**src/logic/lsec_ctrl_dummy_never.sv**
```systemverilog
// no logic: the block needs only the package, control, filter and divider

```
**src/logic/lsec_pkg.sv**
```systemverilog
// constants, carrier types and states of the led sink enable/protection control
// Behaviour
// enable held high keeps the sink active at its level unless protection blocks.
// shutdown only after enable stays low longer than the shutdown delay.
// enable pulses narrower than the filter width are ignored entirely.
// start-up ramps current to target in eight equal increments over the ramp time.
// ramp begins only after enable has stayed high for the turn-on wait.
// supply-low indication disables the sink current.
// when supply-low clears, current returns at the retained step.
// short detection is armed only after the first ramp increment.
// detected short turns the programmed current off, keeps sense current on.
// short clearing returns to the programmed current with no enable action.
// mode select high means flash mode, low means torch mode.
// flash events are timed and the current shut off at the burst timeout.
// after a burst timeout only an enable reset restarts the current.
// over-temperature disables the current and latches that off state.
// thermal latch clears only when cool and after an enable reset; the code clears it at every shutdown, even while still hot.
// enable rising edges count the step 1 to 64, wrapping to 1.
// an edge after the ramp moves the current straight to the new step.
// host keeps each pulse and gap 0.5 to 10 us, then leaves enable high.
// shutdown clears the step count and every latched protection state.
// burst timer runs only in flash mode, restarting on each enable event; the code restarts it only at shutdown, not on enable edges.
package lsec_pkg;

  localparam int unsigned CLK_MHZ        = 50;
  localparam int unsigned GLITCH_NS      = 80;
  localparam int unsigned SHDN_DELAY_NS  = 2500000;
  localparam int unsigned TURN_ON_WAIT_US = 350;
  localparam int unsigned RAMP_TIME_US   = 200;
  localparam int unsigned BURST_TIMEOUT_MS = 1200;
  localparam int unsigned RAMP_STEPS     = 8;

  // least times round up, the ramp step (a typical figure) rounds down
  localparam int unsigned GLITCH_CYC     = (GLITCH_NS * CLK_MHZ + 999) / 1000;
  localparam int unsigned SHDN_DELAY_CYC = (SHDN_DELAY_NS * CLK_MHZ + 999) / 1000;
  localparam int unsigned TURN_ON_WAIT_CYC = TURN_ON_WAIT_US * CLK_MHZ;
  localparam int unsigned RAMP_STEP_CYC  = (RAMP_TIME_US * CLK_MHZ) / RAMP_STEPS;
  localparam int unsigned BURST_TIMEOUT_CYC = BURST_TIMEOUT_MS * CLK_MHZ * 1000;

  localparam int unsigned CNT_W   = 27;
  localparam int unsigned STEP_W  = 7;
  localparam int unsigned STAGE_W = 4;
  localparam int unsigned LEVEL_W = 10;
  localparam logic [STEP_W-1:0]  STEP_MAX   = 7'h40;
  localparam logic [STAGE_W-1:0] STAGE_FULL = 4'h8;

  localparam int unsigned ADDR_W = 8;
  localparam logic [ADDR_W-1:0] CTRL_OFS   = 8'h00;
  localparam logic [ADDR_W-1:0] STATUS_OFS = 8'h04;
  localparam logic [ADDR_W-1:0] LEVEL_OFS  = 8'h08;
  localparam int unsigned CTRL_ALLOW_BIT = 0;
  localparam logic CTRL_ALLOW_RST = 1'b1;
  localparam int unsigned ST_STATE_LSB = 0;
  localparam int unsigned ST_TIMEOUT_BIT = 2;
  localparam int unsigned ST_HOT_BIT = 3;
  localparam int unsigned ST_SHORT_BIT = 4;
  localparam int unsigned ST_SUPLOW_BIT = 5;
  localparam int unsigned ST_FLASH_BIT = 6;
  localparam int unsigned LV_STEP_LSB = 0;
  localparam int unsigned LV_STAGE_LSB = 8;

  typedef enum logic [1:0] {
    LSEC_SHUT = 2'b00,
    LSEC_WAIT = 2'b01,
    LSEC_RAMP = 2'b11,
    LSEC_ON   = 2'b10
  } lsec_state_e;

  typedef enum logic [1:0] {
    LSEC_REG_CTRL   = 2'h0,
    LSEC_REG_STATUS = 2'h1,
    LSEC_REG_LEVEL  = 2'h2,
    LSEC_REG_NONE   = 2'h3
  } lsec_reg_e;

  typedef struct packed {
    logic              psel;
    logic              penable;
    logic              pwrite;
    logic [ADDR_W-1:0] paddr;
    logic [31:0]       pwdata;
  } lsec_apb_req_s;

  typedef struct packed {
    logic [31:0] prdata;
    logic        pready;
    logic        pslverr;
  } lsec_apb_rsp_s;

  typedef struct packed {
    logic enable;
    logic flashSel;
    logic supplyLow;
    logic overTemp;
    logic shortDet;
  } lsec_pins_s;

  typedef struct packed {
    logic               sinkOn;
    logic               senseOn;
    logic [STEP_W-1:0]  step;
    logic [STAGE_W-1:0] stage;
    logic [LEVEL_W-1:0] level;
  } lsec_drive_s;

endpackage

```
**src/logic/lsec_deglitch.sv**
```systemverilog
// enable-pin deglitch filter: output follows input only after it held steady
`timescale 1ns/10ps
module lsec_deglitch #(
  parameter int unsigned HOLD_CYC = lsec_pkg::GLITCH_CYC
) (
  input  wire logic clk_sys,
  input  wire logic rst,
  input  wire logic rawIn,
  output logic      cleanOut
);
  typedef struct packed {
    logic       level;
    logic [7:0] cnt;
  } lsec_dg_s;

  lsec_dg_s q;
  lsec_dg_s n;

  always_comb begin
    n = q;
    // a pulse shorter than HOLD_CYC cycles never reaches the output
    if (rawIn == q.level) begin
      n.cnt = 8'h00;
    end else if (q.cnt == 8'(HOLD_CYC - 1)) begin
      n.level = rawIn;
      n.cnt   = 8'h00;
    end else begin
      n.cnt = q.cnt + 8'h01;
    end
  end

  always_ff @(posedge clk_sys) begin
    if (rst) begin
      q <= '0;
    end else begin
      q <= n;
    end
  end

  assign cleanOut = q.level;
endmodule

```
**src/logic/lsec_tick_div.sv**
```systemverilog
// divider giving a one-cycle enable pulse every DIV cycles while run is high
`timescale 1ns/10ps
module lsec_tick_div #(
  parameter int unsigned DIV = lsec_pkg::RAMP_STEP_CYC
) (
  input  wire logic clk_sys,
  input  wire logic rst,
  input  wire logic run,
  output logic      tick
);
  typedef struct packed {
    logic [15:0] cnt;
    logic        tick;
  } lsec_div_s;

  lsec_div_s q;
  lsec_div_s n;

  always_comb begin
    n = q;
    n.tick = 1'b0;
    if (!run) begin
      n.cnt = 16'h0000;
    end else if (q.cnt == 16'(DIV - 1)) begin
      n.cnt  = 16'h0000;
      n.tick = 1'b1;
    end else begin
      n.cnt = q.cnt + 16'h0001;
    end
  end

  always_ff @(posedge clk_sys) begin
    if (rst) begin
      q <= '0;
    end else begin
      q <= n;
    end
  end

  assign tick = q.tick & run;
endmodule

```
**src/logic/lsec_ctrl.sv**
```systemverilog
// led sink enable, soft-start and protection control with apb status/control
//
// Added by the designer: the address map and register access over APB.
`timescale 1ns/10ps
module lsec_ctrl #(
  parameter int unsigned SHDN_CYC    = lsec_pkg::SHDN_DELAY_CYC,
  parameter int unsigned TURN_ON_CYC = lsec_pkg::TURN_ON_WAIT_CYC,
  parameter int unsigned TIMEOUT_CYC = lsec_pkg::BURST_TIMEOUT_CYC,
  parameter int unsigned RAMP_CYC    = lsec_pkg::RAMP_STEP_CYC
) (
  input  wire logic                   clk_sys,
  input  wire logic                   rst,
  input  wire lsec_pkg::lsec_pins_s   pins,
  input  wire lsec_pkg::lsec_apb_req_s apbReq,
  output lsec_pkg::lsec_apb_rsp_s     apbRsp,
  output lsec_pkg::lsec_drive_s       drive
);
  localparam int unsigned CW = lsec_pkg::CNT_W;

  typedef struct packed {
    lsec_pkg::lsec_state_e           st;
    logic                            enPrev;
    logic [CW-1:0]                   lowCnt;
    logic [CW-1:0]                   highCnt;
    logic [CW-1:0]                   burstCnt;
    logic [lsec_pkg::STEP_W-1:0]     step;
    logic [lsec_pkg::STAGE_W-1:0]    stage;
    logic                            timedOut;
    logic                            hot;
    logic                            allow;
    lsec_pkg::lsec_drive_s           drv;
    logic [31:0]                     rdata;
    logic                            slverr;
  } lsec_ctrl_s;

  lsec_ctrl_s q;
  lsec_ctrl_s n;
  logic       enClean;
  logic       rampTick;

  function automatic lsec_pkg::lsec_reg_e regOf(input logic [lsec_pkg::ADDR_W-1:0] a);
    if (a == lsec_pkg::CTRL_OFS) begin
      regOf = lsec_pkg::LSEC_REG_CTRL;
    end else if (a == lsec_pkg::STATUS_OFS) begin
      regOf = lsec_pkg::LSEC_REG_STATUS;
    end else if (a == lsec_pkg::LEVEL_OFS) begin
      regOf = lsec_pkg::LSEC_REG_LEVEL;
    end else begin
      regOf = lsec_pkg::LSEC_REG_NONE;
    end
  endfunction

  lsec_deglitch #(
    .HOLD_CYC (lsec_pkg::GLITCH_CYC)
  ) u_deglitch (
    .clk_sys  (clk_sys),
    .rst      (rst),
    .rawIn    (pins.enable),
    .cleanOut (enClean)
  );

  lsec_tick_div #(
    .DIV (RAMP_CYC)
  ) u_ramp_div (
    .clk_sys (clk_sys),
    .rst     (rst),
    .run     (q.st == lsec_pkg::LSEC_RAMP),
    .tick    (rampTick)
  );

  always_comb begin
    logic                         rise;
    logic                         shutNow;
    logic                         armed;
    logic                         active;
    logic                         blocked;
    logic                         shortAct;
    logic [lsec_pkg::STAGE_W-1:0] stageEff;
    logic [31:0]                  statusWord;
    logic [31:0]                  levelWord;
    lsec_pkg::lsec_reg_e          sel;
    rise       = 1'b0;
    shutNow    = 1'b0;
    armed      = 1'b0;
    active     = 1'b0;
    blocked    = 1'b0;
    shortAct   = 1'b0;
    stageEff   = '0;
    statusWord = '0;
    levelWord  = '0;
    sel        = lsec_pkg::LSEC_REG_NONE;
    n = q;

    // edges are taken only from the filtered enable
    rise     = enClean & ~q.enPrev;
    n.enPrev = enClean;

    // low time counted only while up; strictly longer than the delay shuts down
    if (enClean) begin
      n.lowCnt = '0;
    end else if (q.st != lsec_pkg::LSEC_SHUT) begin
      if (q.lowCnt == CW'(SHDN_CYC)) begin
        shutNow = 1'b1;
      end else begin
        n.lowCnt = q.lowCnt + 1'b1;
      end
    end

    if (rise) begin
      n.step = (q.step == lsec_pkg::STEP_MAX) ? 7'h01 : q.step + 7'h01;
    end

    case (q.st)
      lsec_pkg::LSEC_SHUT: begin
        if (rise) begin
          n.st      = lsec_pkg::LSEC_WAIT;
          n.highCnt = '0;
        end
      end
      lsec_pkg::LSEC_WAIT: begin
        // dimming pulses keep resetting the wait; only a steady high starts the ramp
        if (!enClean) begin
          n.highCnt = '0;
        end else if (q.highCnt == CW'(TURN_ON_CYC - 1)) begin
          n.st    = lsec_pkg::LSEC_RAMP;
          n.stage = '0;
        end else begin
          n.highCnt = q.highCnt + 1'b1;
        end
      end
      lsec_pkg::LSEC_RAMP: begin
        if (q.stage == lsec_pkg::STAGE_FULL) begin
          n.st = lsec_pkg::LSEC_ON;
        end else if (rampTick) begin
          n.stage = q.stage + 4'h1;
        end
      end
      lsec_pkg::LSEC_ON: begin
        // new step applies at once, the ramp is not rerun
        n.stage = lsec_pkg::STAGE_FULL;
      end
      default: begin
        n.st = lsec_pkg::LSEC_SHUT;
      end
    endcase

    armed  = (q.st == lsec_pkg::LSEC_ON) ||
             ((q.st == lsec_pkg::LSEC_RAMP) && (q.stage != '0));
    active = armed;

    // thermal trip latches while the part is up
    if (pins.overTemp && q.st != lsec_pkg::LSEC_SHUT) begin
      n.hot = 1'b1;
    end

    // burst timer only in flash mode; torch holds it
    if (active && pins.flashSel && !q.timedOut) begin
      if (q.burstCnt == CW'(TIMEOUT_CYC - 1)) begin
        n.timedOut = 1'b1;
      end else begin
        n.burstCnt = q.burstCnt + 1'b1;
      end
    end

    if (shutNow) begin
      n.st       = lsec_pkg::LSEC_SHUT;
      n.step     = '0;
      n.stage    = '0;
      n.highCnt  = '0;
      n.lowCnt   = '0;
      n.burstCnt = '0;
      n.timedOut = 1'b0;
      // a part still hot re-latches on the next enable
      n.hot      = 1'b0;
    end

    // step is untouched while blocked so service resumes at the same level
    blocked  = ~q.allow | pins.supplyLow | q.hot | q.timedOut;
    shortAct = armed & pins.shortDet;
    stageEff = (q.st == lsec_pkg::LSEC_ON) ? lsec_pkg::STAGE_FULL : q.stage;

    n.drv.sinkOn  = active & ~blocked & ~shortAct;
    n.drv.senseOn = active & ~blocked & shortAct;
    n.drv.step    = q.step;
    n.drv.stage   = active ? stageEff : '0;
    // widen both factors first: 64 x 8 does not fit the seven-bit step
    n.drv.level   = (active & ~blocked & ~shortAct) ?
                    ({3'h0, q.step} * {6'h0, stageEff}) : '0;

    statusWord[lsec_pkg::ST_STATE_LSB +: 2]   = q.st;
    statusWord[lsec_pkg::ST_TIMEOUT_BIT]      = q.timedOut;
    statusWord[lsec_pkg::ST_HOT_BIT]          = q.hot;
    statusWord[lsec_pkg::ST_SHORT_BIT]        = shortAct;
    statusWord[lsec_pkg::ST_SUPLOW_BIT]       = pins.supplyLow;
    statusWord[lsec_pkg::ST_FLASH_BIT]        = pins.flashSel;
    levelWord[lsec_pkg::LV_STEP_LSB +: lsec_pkg::STEP_W]   = q.step;
    levelWord[lsec_pkg::LV_STAGE_LSB +: lsec_pkg::STAGE_W] = stageEff;

    // read data and error are prepared in the setup cycle for zero wait states
    sel = regOf(apbReq.paddr);
    if (apbReq.psel && !apbReq.penable) begin
      n.slverr = (sel == lsec_pkg::LSEC_REG_NONE);
      if (apbReq.pwrite) begin
        n.rdata = '0;
      end else if (sel == lsec_pkg::LSEC_REG_CTRL) begin
        n.rdata = {31'h0, q.allow};
      end else if (sel == lsec_pkg::LSEC_REG_STATUS) begin
        n.rdata = statusWord;
      end else if (sel == lsec_pkg::LSEC_REG_LEVEL) begin
        n.rdata = levelWord;
      end else begin
        n.rdata = '0;
      end
    end
    if (apbReq.psel && apbReq.penable && apbReq.pwrite && sel == lsec_pkg::LSEC_REG_CTRL) begin
      n.allow = apbReq.pwdata[lsec_pkg::CTRL_ALLOW_BIT];
    end
  end

  always_ff @(posedge clk_sys) begin
    if (rst) begin
      q       <= '0;
      q.allow <= lsec_pkg::CTRL_ALLOW_RST;
    end else begin
      q <= n;
    end
  end

  assign apbRsp.prdata  = q.rdata;
  assign apbRsp.pready  = 1'b1;
  assign apbRsp.pslverr = q.slverr & apbReq.psel & apbReq.penable;
  assign drive          = q.drv;
endmodule

```
**config.mk**
```make
export PLATFORM = sky130hd
export DESIGN_NAME = lsec_ctrl
export DESIGN_NICKNAME = d
export VERILOG_FILES = /design/src/logic/lsec_ctrl_dummy_never.sv /design/src/logic/lsec_pkg.sv /design/src/logic/lsec_deglitch.sv /design/src/logic/lsec_tick_div.sv /design/src/logic/lsec_ctrl.sv
export SDC_FILE = /design/constraint.sdc
export NUM_CORES = 1
export LEC_CHECK = 0
export ABC_CLOCK_PERIOD_IN_PS = 9990
export BUFFER_PORTS_ARGS = -buffer_cell sky130_fd_sc_hd__buf_2
export CORE_MARGIN = 8
export CORE_UTILIZATION = 47
export CTS_CLUSTER_DIAMETER = 150
export DETAILED_ROUTE_END_ITERATION = 10
export GPL_ROUTABILITY_DRIVEN = 0
export HOLD_SLACK_MARGIN = 0.1
export PLACE_DENSITY_LB_ADDON = 0.25
export RECOVER_POWER = 25
export SLEW_MARGIN = 20
export SYNTH_ARGS = -nofsm -noshare
export SYNTH_HDL_FRONTEND = slang
export SYNTH_SLANG_ARGS = --single-unit
```
**constraint.sdc**
```tcl
create_clock -name clk_sys -period 9.99 [get_ports clk_sys]
set_input_delay 0.999 -clock clk_sys [delete_from_list [all_inputs] [get_ports clk_sys]]
set_output_delay 0.999 -clock clk_sys [all_outputs]
set_load 0.01 [all_outputs]
```
### After elaboration in Yosys (flattened, before gate mapping)

Cells that the tools add are included.

| operators by class | value |
|---|---|
| divide/modulo/power cells | 0 |
| $lt $le $gt $ge | 0 |
| multiply operators | 1 |
| reductions and logical operators | 33 |
| mux-type cells | 27 |
| shift-type cells | 0 |
| bitwise logic cells | 21 |
| equal/unequal tests | 23 |
| add/sub/neg operators | 7 |

Operators by type and width:

| operator | count |
|---|---|
| $add 27x1->27 const B | 3 |
| $mux 27 | 3 |
| $pmux 27 s2 | 1 |
| $mux 12 | 4 |
| $eq 27x15->1 const B | 1 |
| $eq 27x17->1 const B | 1 |
| $eq 27x26->1 const B | 1 |
| $mux 4 | 5 |
| $add 16x1->16 const B | 1 |
| $eq 16x11->1 const B | 1 |
| $mux 2 | 6 |
| $pmux 4 s3 | 1 |
| $mul 7x4->10 | 1 |
| $ne 2x2->1 const B | 5 |
| $not 1->1 | 10 |
| $reduce_and 5->1 | 2 |
| $reduce_or 3->1 | 3 |
| $add 8x1->8 const B | 1 |
| $and 1x1->1 | 8 |
| $eq 2x2->1 const B | 4 |
| $eq 8x2->1 const B | 1 |
| $eq 8x3->1 const B | 1 |
| $eq 8x4->1 const B | 1 |
| $logic_and 1x1->1 | 8 |
| 22 further kinds | 39 |

| word-level totals | value |
|---|---|
| memories kept | 0 |
| logic and storage cells | 133 |
| memory bits (writable) | 0 |
| bits in latches | 0 |
| ROM bits | 0 |
| flip-flop bits (word level) | 180 |

### Longest topological paths before layout

Gate-level depths: netlist of run 1.

| depth | value |
|---|---|
| depth after elaboration | 9 |
| mapped depth | 15 |

### Hierarchy

A second synthesis of run 1 with hierarchy kept.

| unflattened totals | value |
|---|---|
| cell total of the unflattened synthesis | 1,014 |
| area, all modules | 8,526.9 um^2 |

Modules (own cells, without submodules):

| module | cells an instance | area an instance (um^2) | instances | seq. area each (um^2) |
|---|---|---|---|---|
| lsec_ctrl | 885 | 7,303.3 | 1 | 2,662.6 |
| lsec_tick_div | 84 | 835.8 | 1 | 340.3 |
| lsec_deglitch | 45 | 387.9 | 1 | 180.2 |

### Worst setup path after synthesis of run 1

OpenSTA, ideal clock, no wires.

| path | value |
|---|---|
| kind | reg2reg |
| start point | register q[152] (netlist name) |
| end point | register q, in the netlist drive[8] |
| path buffers | 1 |
| cell stages (with the launch flop) | 15 |
| library setup time | 0.122 ns |
| arrival time | 3.385 ns |
| path slack | 6.483 ns |
| path through | dfxtp_1 > inv_1 > ha_1 > clkbuf_1 > nor2_1 > nand2_1 > fa_1 > inv_1 > fa_1 > fa_1 > a21o_1 > a21oi_1 > o21ai_0 > xnor2_1 > nor2_1 |

| between the ends | value |
|---|---|
| word-level cells in the longest chain between the ends | 8 |

Ends and longest elaborated chain:

| item | RTL line | text |
|---|---|---|
| start, declared | lsec_ctrl.sv:36 | `lsec_ctrl_s q;` |
| start signal, assigned | lsec_ctrl.sv:225 | `q <= n;` |
| parallel branches: the longest is 8 deep, another holds $mul 7x4->10 | n/a |  |

Parallel ways; which one is timed is not known.
A chain may end at the register's enable or synchronous reset.

### Worst setup path in the final report of run 1

| path | value |
|---|---|
| start point | register q[152] (netlist name) |
| end point | register q, in the netlist drive[9] |

The elaborated chain is that of the path after synthesis.

==> impl_metrics.xml, run 1 <==
<?xml version="1.0" encoding="UTF-8"?>
<metrics>
  <group name="logic_synthesis">
    <metric name="postSynthRegisterBits" unit="">159</metric>
    <metric name="syn_inst_count" unit="">1019</metric>
    <metric name="async_flop_share" unit="%">0</metric>
    <metric name="synth_warnings" unit="">0</metric>
    <metric name="netlist_area" unit="um2">8582</metric>
    <metric name="synth_flop_cell" unit="">dfxtp_1</metric>
    <metric name="number_of_distinct_library_cell_variants_in_the_gate_level_netlist_after_synthesis" unit="">69</metric>
    <metric name="syn_avg_cell_area" unit="um2">8.422</metric>
    <metric name="part_of_the_yosys_area_used_for_sequential_elements" unit="%">37.09</metric>
    <metric name="synth-edff-count" unit="">0</metric>
  </group>
  <group name="sta">
    <metric name="slew_violations" unit="">0</metric>
    <metric name="fin_crit" unit="ns">4.215</metric>
    <metric name="clock-skew-final" unit="ns">0.01171</metric>
    <metric name="rsz0062_at_grt" unit="">false</metric>
    <metric name="final-hold-violation-count" unit="">0</metric>
    <metric name="fin_hold_ws" unit="ns">0.4576</metric>
    <metric name="setup_violations" unit="">0</metric>
    <metric name="relSlewSlack" unit="%">27.48</metric>
    <metric name="tns" unit="ns">0</metric>
    <metric name="fin_ws" unit="ns">5.775</metric>
    <metric name="post-route-period-util" unit="%">42.19</metric>
    <metric name="maxClockFrequency" unit="GHz">0.2372</metric>
    <metric name="max_slew.worst_pin.slew" unit="ns">1.088</metric>
  </group>
  <group name="power">
    <metric name="power_density" unit="nW/um2">150.9</metric>
    <metric name="vdd.ir_drop.worst" unit="V">0.0001280</metric>
    <metric name="power.static_leakage" unit="nW">3.268</metric>
  </group>
  <group name="final_layout">
    <metric name="finalCoreUtilization" unit="%">51.19</metric>
    <metric name="post_route_cells_drive_above_1_share" unit="%">7.046</metric>
    <metric name="final_area" unit="um2">9196</metric>
    <metric name="n_antenna_cell" unit="">0</metric>
    <metric name="areaGrowthSynthToFinish" unit="%">7.158</metric>
    <metric name="multi_input_area" unit="um2">4762</metric>
    <metric name="fin_nets" unit="">1114</metric>
    <metric name="layout.area.seq" unit="um2">3183</metric>
    <metric name="most-common-layout-cells" unit="">dfxtp_1 (159), nor2_1 (123), nand2_1 (77)</metric>
    <metric name="filler_cell_count" unit="">1729</metric>
    <metric name="mostFrequentLayoutCell" unit="">dfxtp_1</metric>
  </group>
  <group name="clocking">
    <metric name="clkSlewWorstSetupHoldPaths" unit="ns">0.07</metric>
    <metric name="clkLatencyLatePin" unit="ns">0.43</metric>
    <metric name="clock_sinks" unit="">159</metric>
    <metric name="cts_made_buffers" unit="">17</metric>
    <metric name="post_cts_resize_count" unit="">0</metric>
    <metric name="clockRootBuffer" unit="">clkbuf_16</metric>
    <metric name="cts.htree.levels" unit="">4</metric>
    <metric name="cts_tree" unit="">built</metric>
    <metric name="clock_tree.buffer_depth" unit="">2</metric>
    <metric name="cts_post_setup_buffers_inserted" unit="">0</metric>
    <metric name="holdBufCountCts" unit="">0</metric>
  </group>
  <group name="grt">
    <metric name="grt_pass1_wl" unit="mm">30.60</metric>
    <metric name="globalRouteOverflowTotal" unit="">0</metric>
    <metric name="grt.met1_usage" unit="%">21.34</metric>
    <metric name="grt_use_total" unit="%">16.43</metric>
    <metric name="top_usage_layer" unit="">met2</metric>
    <metric name="met3_usage" unit="%">3.854</metric>
    <metric name="grt_pass1_vias" unit="">6289</metric>
    <metric name="grt_max_degree" unit="">28</metric>
    <metric name="groute.layer.met2.usage" unit="%">26.72</metric>
    <metric name="grt_antenna_before_repair" unit="">0</metric>
  </group>
  <group name="route">
    <metric name="wl_cell" unit="um">14.60</metric>
    <metric name="detail_route.drc_violations" unit="">0</metric>
    <metric name="vias_per_instance" unit="">5.495</metric>
    <metric name="dr_total_vias" unit="">6951</metric>
    <metric name="detail-route-antenna-nets" unit="">0</metric>
    <metric name="detail_route.wirelength" unit="mm">18.47</metric>
    <metric name="drt_first_pass_iters" unit="">5</metric>
    <metric name="drt-initial-drc-count" unit="">455</metric>
  </group>
  <group name="placed_design">
    <metric name="place_hpwl" unit="mm">13.30</metric>
    <metric name="port_buffers" unit="">53</metric>
    <metric name="postPlaceCellArea" unit="um2">8670</metric>
    <metric name="placement.setup.worst_slack" unit="ns">5.779</metric>
  </group>
  <group name="setup_path">
    <metric name="cp_num_buf_inv" unit="">2</metric>
    <metric name="cp_data_arrival_time" unit="ns">4.53</metric>
    <metric name="worst-endpoint-required" unit="ns">10.31</metric>
    <metric name="slowest_stage" unit="">nor2b_1</metric>
    <metric name="cp_cell_sequence" unit="">inv_1 -&gt; ha_1 -&gt; nor2b_1 -&gt; nand2_1 -&gt; fa_1 -&gt; inv_1 -&gt; fa_1 -&gt; ha_1 -&gt; a21oi_1 -&gt; o211ai_1 -&gt; o41ai_1 -&gt; xnor2_1 -&gt; nor2_1</metric>
    <metric name="critPathKind" unit="">register to register</metric>
    <metric name="path_max_fanout" unit="">16</metric>
    <metric name="cp_top_family" unit="">adder cells</metric>
    <metric name="reg2reg_slack" unit="ns">5.77</metric>
    <metric name="timing.critical_path.from_type" unit="">register</metric>
    <metric name="worst_setup_path_end_kind" unit="">register</metric>
    <metric name="critical-path-max-stage-delay" unit="ns">0.59</metric>
  </group>
  <group name="die">
    <metric name="die_area" unit="um2">22840</metric>
    <metric name="fp.coreArea" unit="um2">17960</metric>
    <metric name="pin_count" unit="">107</metric>
    <metric name="starting_density_of_the_core" unit="%">47.77</metric>
    <metric name="floorplan.rows" unit="">49</metric>
    <metric name="dieHeight" unit="um">151.1</metric>
    <metric name="die_width" unit="um">151.1</metric>
  </group>
  <group name="job">
    <metric name="timing.max_cap.violations" unit="">0</metric>
  </group>
  <group name="hold_path">
    <metric name="worstHoldPathType" unit="">register to register</metric>
  </group>
  <group name="outcome">
    <metric name="result_of_the_run" unit="">complete, no violations</metric>
  </group>
</metrics>
tightest hold or removal path, cell delays in order (launching register included):
cell and delay (ns):
dfxtp_1 0.31, nand2_1 0.05, a21oi_1 0.05
Yosys cell counts (5+ instances only):
master    number  share of area [%]
or4_1         14                1.2
nand4_1       43                3.1
nand3_1       41                2.4
a21oi_1       47                2.7
o21ai_0       30                1.7
mux2i_1        8               0.93
ha_1          30                4.4
a31oi_1        6               0.44
nand3b_1       5               0.44
xnor2_1       32                3.3
buf_2         10               0.58
a22o_1        10                1.0
and4_1         9               0.92
xor2_1        41                4.2
or3_1         16                1.2
fa_1          10                2.3
nor4_1        23                1.7
clkbuf_1      21               0.92
buf_4         56                4.9
nor4b_1       12                1.2
nand2b_1      10               0.73
nor2b_1       17                1.2
o31ai_1       14                1.2
and2_1        17                1.2
and3_1        16                1.2
inv_1         41                1.8
nor2_1       123                5.4
nor3_1        22                1.3
nand2_1       77                3.4
dfxtp_1      159                 37
per-layer routing:
metal,share of wire (%),vias to the layer above
met5,0,-
met4,0.92,0
met3,5.3,18
met2,46,139
met1,48,3258
li1,-,3536
sequential cells by signal (all words and copies together), names as in the netlist:
signal / flops
apbRsp: 11
drive: 23
n: 7
q: 92
u_deglitch.cleanOut: 1
u_deglitch.q: 8
u_ramp_div.q: 17
area by class of cell:
type | instances | share of cell area, %
multi-input combinational | 749 | 51.78
clock inverter | 9 | 1.197
inverter | 42 | 1.714
timing repair buffer | 55 | 2.639
clock buffer | 22 | 4.939
sequential | 159 | 34.61
tap | 229 | 3.116
logic make-up after synthesis:
kind of cell             Yosys count  synth area share (%)
buffers and inverters            131                 8.412
adder cells (fa/ha/maj)           40                 6.706
flip-flops                       159                 37.09
AND/OR/NAND/NOR                  467                 29.16
AO/OA/AOI/OAI                    139                 10.16
multiplexers                       8                0.9331
XOR/XNOR                          73                 7.450
other                              2               0.08751
power breakdown:
| part | switching (mW) | internal [mW] | leakage, nW | total, mW |
|---|---|---|---|---|
| Combinational | 0.0694 | 0.0339 | 1.72 | 0.103 |
| Sequential | 0.0124 | 0.643 | 1.28 | 0.655 |
| Clock | 0.256 | 0.373 | 0.267 | 0.629 |
worst paths after layout:
| kind | from | endpoint | depth (start not counted) |
|---|---|---|---|
| max | q[152] | drive[9] | 13 |
| min | apbRsp[13] | apbRsp[13] | 2 |
| max reg2reg | q[152] | drive[9] | 13 |
| min reg2reg | apbRsp[13] | apbRsp[13] | 2 |
per-stage QoR:
| stage | total power, mW | instances |
|---|---|---|
| after floorplan | 0.7505 | 1039 |
| after global placement | 0.7708 | 1234 |
| after detailed placement | 0.7720 | 1234 |
| after CTS | 1.406 | 1265 |
| after global routing | 1.448 | 1265 |
| final | 1.388 | 1265 |
(Power assumes the default switching activity.)
==> run 2, diff against run 1 <==
- ABC_AREA: not set -> 1
- ABC_CLOCK_PERIOD_IN_PS: 9990 -> 3600
- clock period: 9.99 -> 3.6 ns (I/O delays scaled with it)
==> impl_metrics.xml, run 2 <==
<?xml version="1.0" encoding="UTF-8"?>
<metrics>
  <group name="power">
    <metric name="sequentialPowerShare" unit="%">39.2</metric>
    <metric name="power.switching" unit="mW">1.538</metric>
    <metric name="power_density" unit="nW/um2">446.8</metric>
    <metric name="power.static_leakage" unit="nW">4.133</metric>
    <metric name="clock_power_share" unit="%">39.4</metric>
    <metric name="vdd.ir_drop.worst" unit="V">0.0003989</metric>
    <metric name="total_power" unit="mW">4.736</metric>
    <metric name="combPwrFrac" unit="%">21.4</metric>
    <metric name="swShare" unit="%">32.48</metric>
    <metric name="power.internal" unit="mW">3.198</metric>
  </group>
  <group name="placed_design">
    <metric name="place_hpwl" unit="mm">16.82</metric>
    <metric name="placedCellCount" unit="">1786</metric>
    <metric name="port_buffers" unit="">53</metric>
    <metric name="postPlaceCellArea" unit="um2">10030</metric>
  </group>
  <group name="route">
    <metric name="drt_first_pass_iters" unit="">5</metric>
    <metric name="drt-initial-drc-count" unit="">577</metric>
    <metric name="vias_per_instance" unit="">4.983</metric>
    <metric name="topRoutingLayerUsed" unit="">met4</metric>
    <metric name="drt-met1-wl" unit="mm">10.89</metric>
    <metric name="met3_wirelength" unit="um">856</metric>
    <metric name="detail_route.drc_violations" unit="">0</metric>
    <metric name="met2WireLength" unit="mm">10.43</metric>
    <metric name="dr_total_vias" unit="">9049</metric>
    <metric name="detail-route-antenna-nets" unit="">0</metric>
    <metric name="wl_cell" unit="um">12.50</metric>
    <metric name="detail_route.wirelength" unit="mm">22.71</metric>
  </group>
  <group name="logic_synthesis">
    <metric name="mux_cell_area_share_after_synthesis" unit="%">0</metric>
    <metric name="part_of_the_yosys_area_used_for_sequential_elements" unit="%">32.13</metric>
    <metric name="yosys.area.top_type_share" unit="%">32.13</metric>
    <metric name="synth-adder-area-share" unit="%">5.810</metric>
    <metric name="yosys.area_share.xor_xnor" unit="%">3.713</metric>
    <metric name="syn_avg_cell_area" unit="um2">6.535</metric>
    <metric name="syn_inst_count" unit="">1516</metric>
    <metric name="synth_warnings" unit="">0</metric>
    <metric name="number_of_distinct_library_cell_variants_in_the_gate_level_netlist_after_synthesis" unit="">47</metric>
    <metric name="async_flop_share" unit="%">0</metric>
    <metric name="synth_simple_gate_area_share" unit="%">37.05</metric>
    <metric name="synth_flop_cell" unit="">dfxtp_1</metric>
    <metric name="netlist_area" unit="um2">9907</metric>
    <metric name="post_synthesis_cell_type_with_the_largest_combined_area" unit="">dfxtp_1</metric>
    <metric name="synth.top_cells.by_count" unit="">nand2_1 (440), nor2_1 (214), inv_1 (169), dfxtp_1 (159), a21oi_1 (111)</metric>
    <metric name="area_fraction_in_compound_gates_after_synthesis" unit="%">8.335</metric>
    <metric name="netlist_top_cells_area" unit="">dfxtp_1 (32%), nand2_1 (17%), nor2_1 (8.1%)</metric>
    <metric name="synth-edff-count" unit="">0</metric>
    <metric name="main_combinational_cell_family_by_area_after_synthesis" unit="">simple AND/OR/NAND/NOR gates</metric>
    <metric name="postSynthRegisterBits" unit="">159</metric>
    <metric name="synth.most_common_cell" unit="">nand2_1</metric>
  </group>
  <group name="setup_path">
    <metric name="slowest_stage" unit="">fa_1</metric>
    <metric name="critical-path-top-cell-by-count" unit="">nand2_1</metric>
    <metric name="worst-endpoint-required" unit="ns">3.97</metric>
    <metric name="path_max_fanout" unit="">6</metric>
    <metric name="cp_cell_sequence" unit="">ha_2 -&gt; nor2_1 -&gt; inv_1 -&gt; nand2_1 -&gt; fa_1 -&gt; inv_1 -&gt; fa_1 -&gt; fa_1 -&gt; nand3_1 -&gt; nand2_1 -&gt; nand2_1 -&gt; nand2_1 -&gt; a21oi_1 -&gt; o21ai_0 -&gt; a21oi_1</metric>
    <metric name="critical-path-max-stage-delay" unit="ns">0.56</metric>
    <metric name="reg2reg_slack" unit="ns">0.24</metric>
    <metric name="critPathKind" unit="">register to register</metric>
    <metric name="cp_data_arrival_time" unit="ns">3.73</metric>
    <metric name="worstReg2RegStart" unit="">q[153]</metric>
    <metric name="crit_path_start" unit="">q[153]</metric>
    <metric name="timing.critical_path.from_type" unit="">register</metric>
    <metric name="worst_setup_path_end_kind" unit="">register</metric>
  </group>
  <group name="final_layout">
    <metric name="most-common-layout-cells" unit="">nand2_1 (440), nor2_1 (212), inv_1 (170)</metric>
    <metric name="multi_input_area" unit="um2">5540</metric>
    <metric name="mostFrequentLayoutCell" unit="">nand2_1</metric>
    <metric name="filler_cell_count" unit="">2135</metric>
    <metric name="areaGrowthSynthToFinish" unit="%">7.009</metric>
    <metric name="n_antenna_cell" unit="">0</metric>
    <metric name="final_cell_count_no_fill" unit="">1816</metric>
    <metric name="largest-register" unit="">q</metric>
    <metric name="post_route_cells_drive_above_1_share" unit="%">6.295</metric>
    <metric name="fin_nets" unit="">1620</metric>
    <metric name="largest_register_ff_count" unit="">92</metric>
    <metric name="final_area" unit="um2">10600</metric>
    <metric name="layout.area.seq" unit="um2">3183</metric>
  </group>
  <group name="outcome">
    <metric name="result_of_the_run" unit="">complete, no violations</metric>
  </group>
  <group name="die">
    <metric name="pin_count" unit="">107</metric>
    <metric name="floorplan.rows" unit="">53</metric>
    <metric name="starting_density_of_the_core" unit="%">47.43</metric>
    <metric name="die_area" unit="um2">25980</metric>
    <metric name="die_width" unit="um">161.2</metric>
    <metric name="dieHeight" unit="um">161.2</metric>
    <metric name="fp.coreArea" unit="um2">20890</metric>
  </group>
  <group name="hold_path">
    <metric name="worstHoldPathType" unit="">input port to register</metric>
    <metric name="min-delay-start" unit="">apbReq[0]</metric>
  </group>
  <group name="clocking">
    <metric name="holdBufCountCts" unit="">0</metric>
    <metric name="clock_sinks" unit="">159</metric>
    <metric name="clkSlewWorstSetupHoldPaths" unit="ns">0.06</metric>
    <metric name="clkLatencyLatePin" unit="ns">0.43</metric>
    <metric name="cts_tree" unit="">built</metric>
    <metric name="clock_tree.buffer_depth" unit="">2</metric>
    <metric name="cts.htree.levels" unit="">4</metric>
    <metric name="clockRootBuffer" unit="">clkbuf_16</metric>
    <metric name="cts_made_buffers" unit="">17</metric>
    <metric name="post_cts_resize_count" unit="">0</metric>
    <metric name="cts_post_setup_buffers_inserted" unit="">0</metric>
  </group>
  <group name="sta">
    <metric name="fin_hold_ws" unit="ns">0.1818</metric>
    <metric name="setup_violations" unit="">0</metric>
    <metric name="clock-skew-final" unit="ns">0.008047</metric>
    <metric name="rsz0062_at_grt" unit="">false</metric>
    <metric name="slew_violations" unit="">0</metric>
    <metric name="maxClockFrequency" unit="GHz">0.2973</metric>
    <metric name="fin_crit" unit="ns">3.364</metric>
    <metric name="post-route-period-util" unit="%">93.44</metric>
    <metric name="relSlewSlack" unit="%">56.26</metric>
    <metric name="max_slew.worst_pin.slew" unit="ns">0.6560</metric>
    <metric name="tns" unit="ns">0</metric>
    <metric name="final-hold-violation-count" unit="">0</metric>
  </group>
  <group name="grt">
    <metric name="grt_max_degree" unit="">29</metric>
    <metric name="grt_use_total" unit="%">17.63</metric>
    <metric name="grt_pass1_vias" unit="">8537</metric>
    <metric name="grt_antenna_before_repair" unit="">0</metric>
    <metric name="globalRouteOverflowTotal" unit="">0</metric>
    <metric name="grt_pass1_wl" unit="mm">38.82</metric>
  </group>
  <group name="job">
    <metric name="timing.max_cap.violations" unit="">0</metric>
  </group>
</metrics>
==> run 2: layout make-up <==
type	count	share of cell area (%)
Inverter	181	6.432
Clock inverter	9	1.251
Multi-Input combinational cell	1114	52.26
Tap cell	275	3.246
Sequential cell	159	30.02
Timing Repair Buffer	57	2.349
Clock buffer	21	4.438
==> run 2: layer usage <==
| metal | track usage (%) | vias up |
|---|---|---|
| met3 | 3.334 | 46 |
| met5 | 0 | - |
| met1 | 22.38 | 4091 |
| met4 | 7.071 | 0 |
| li1 | - | 4734 |
| met2 | 28.99 | 178 |
==> run 2: worst max-delay path: cells and delay by family, from the launching register on <==
| family | cells | cell delay [ns] |
|---|---|---|
| flops | 1 | 0.43 |
| buf+inv | 2 | 0.16 |
| compound gates | 3 | 0.35 |
| simple gates | 6 | 0.48 |
| fa+ha+maj | 4 | 1.87 |
==> run 2: cell families (layout without fill, tap and decap cells) <==
logic type	count (synthesis)	after routing
and+or+nand+nor	852	852
DFF	159	159
adders and majority gates	40	40
xor gates and xnor gates	42	42
AOI/OAI and AO/OA	158	158
other	2	22
buffers and inverters	263	268
==> run 2: through the flow <==
step                      worst slack [ns]  utilization [%]
final                               0.2361            50.75
after global routing               0.02182            50.75
after CTS                           0.1101            50.89
after detailed placement            0.1179            48.00
after global placement              0.1957            48.00
after floorplan                     0.4121                -
==> run 2: path summary, 6_finish.rpt <==
kind	to	depth (start not counted)
setup / recovery	drive[8]	15
hold / removal	q[56]	3
setup reg to reg	drive[8]	15
hold reg to reg	u_deglitch.q[0]	1
==> run 2: power groups by stage <==
| stage | clock network, mW | logic (mW) | registers, mW |
|---|---|---|---|
| 4_1_cts | 1.91 | 0.999 | 1.86 |
| 2_1_floorplan | 0 | 0.852 | 1.88 |
| 5_1_grt | 1.99 | 1.14 | 1.86 |
| 3_3_place_gp | 0 | 0.989 | 1.89 |
| 6_report | 1.87 | 1.01 | 1.86 |
| 3_5_place_dp | 0 | 0.994 | 1.89 |
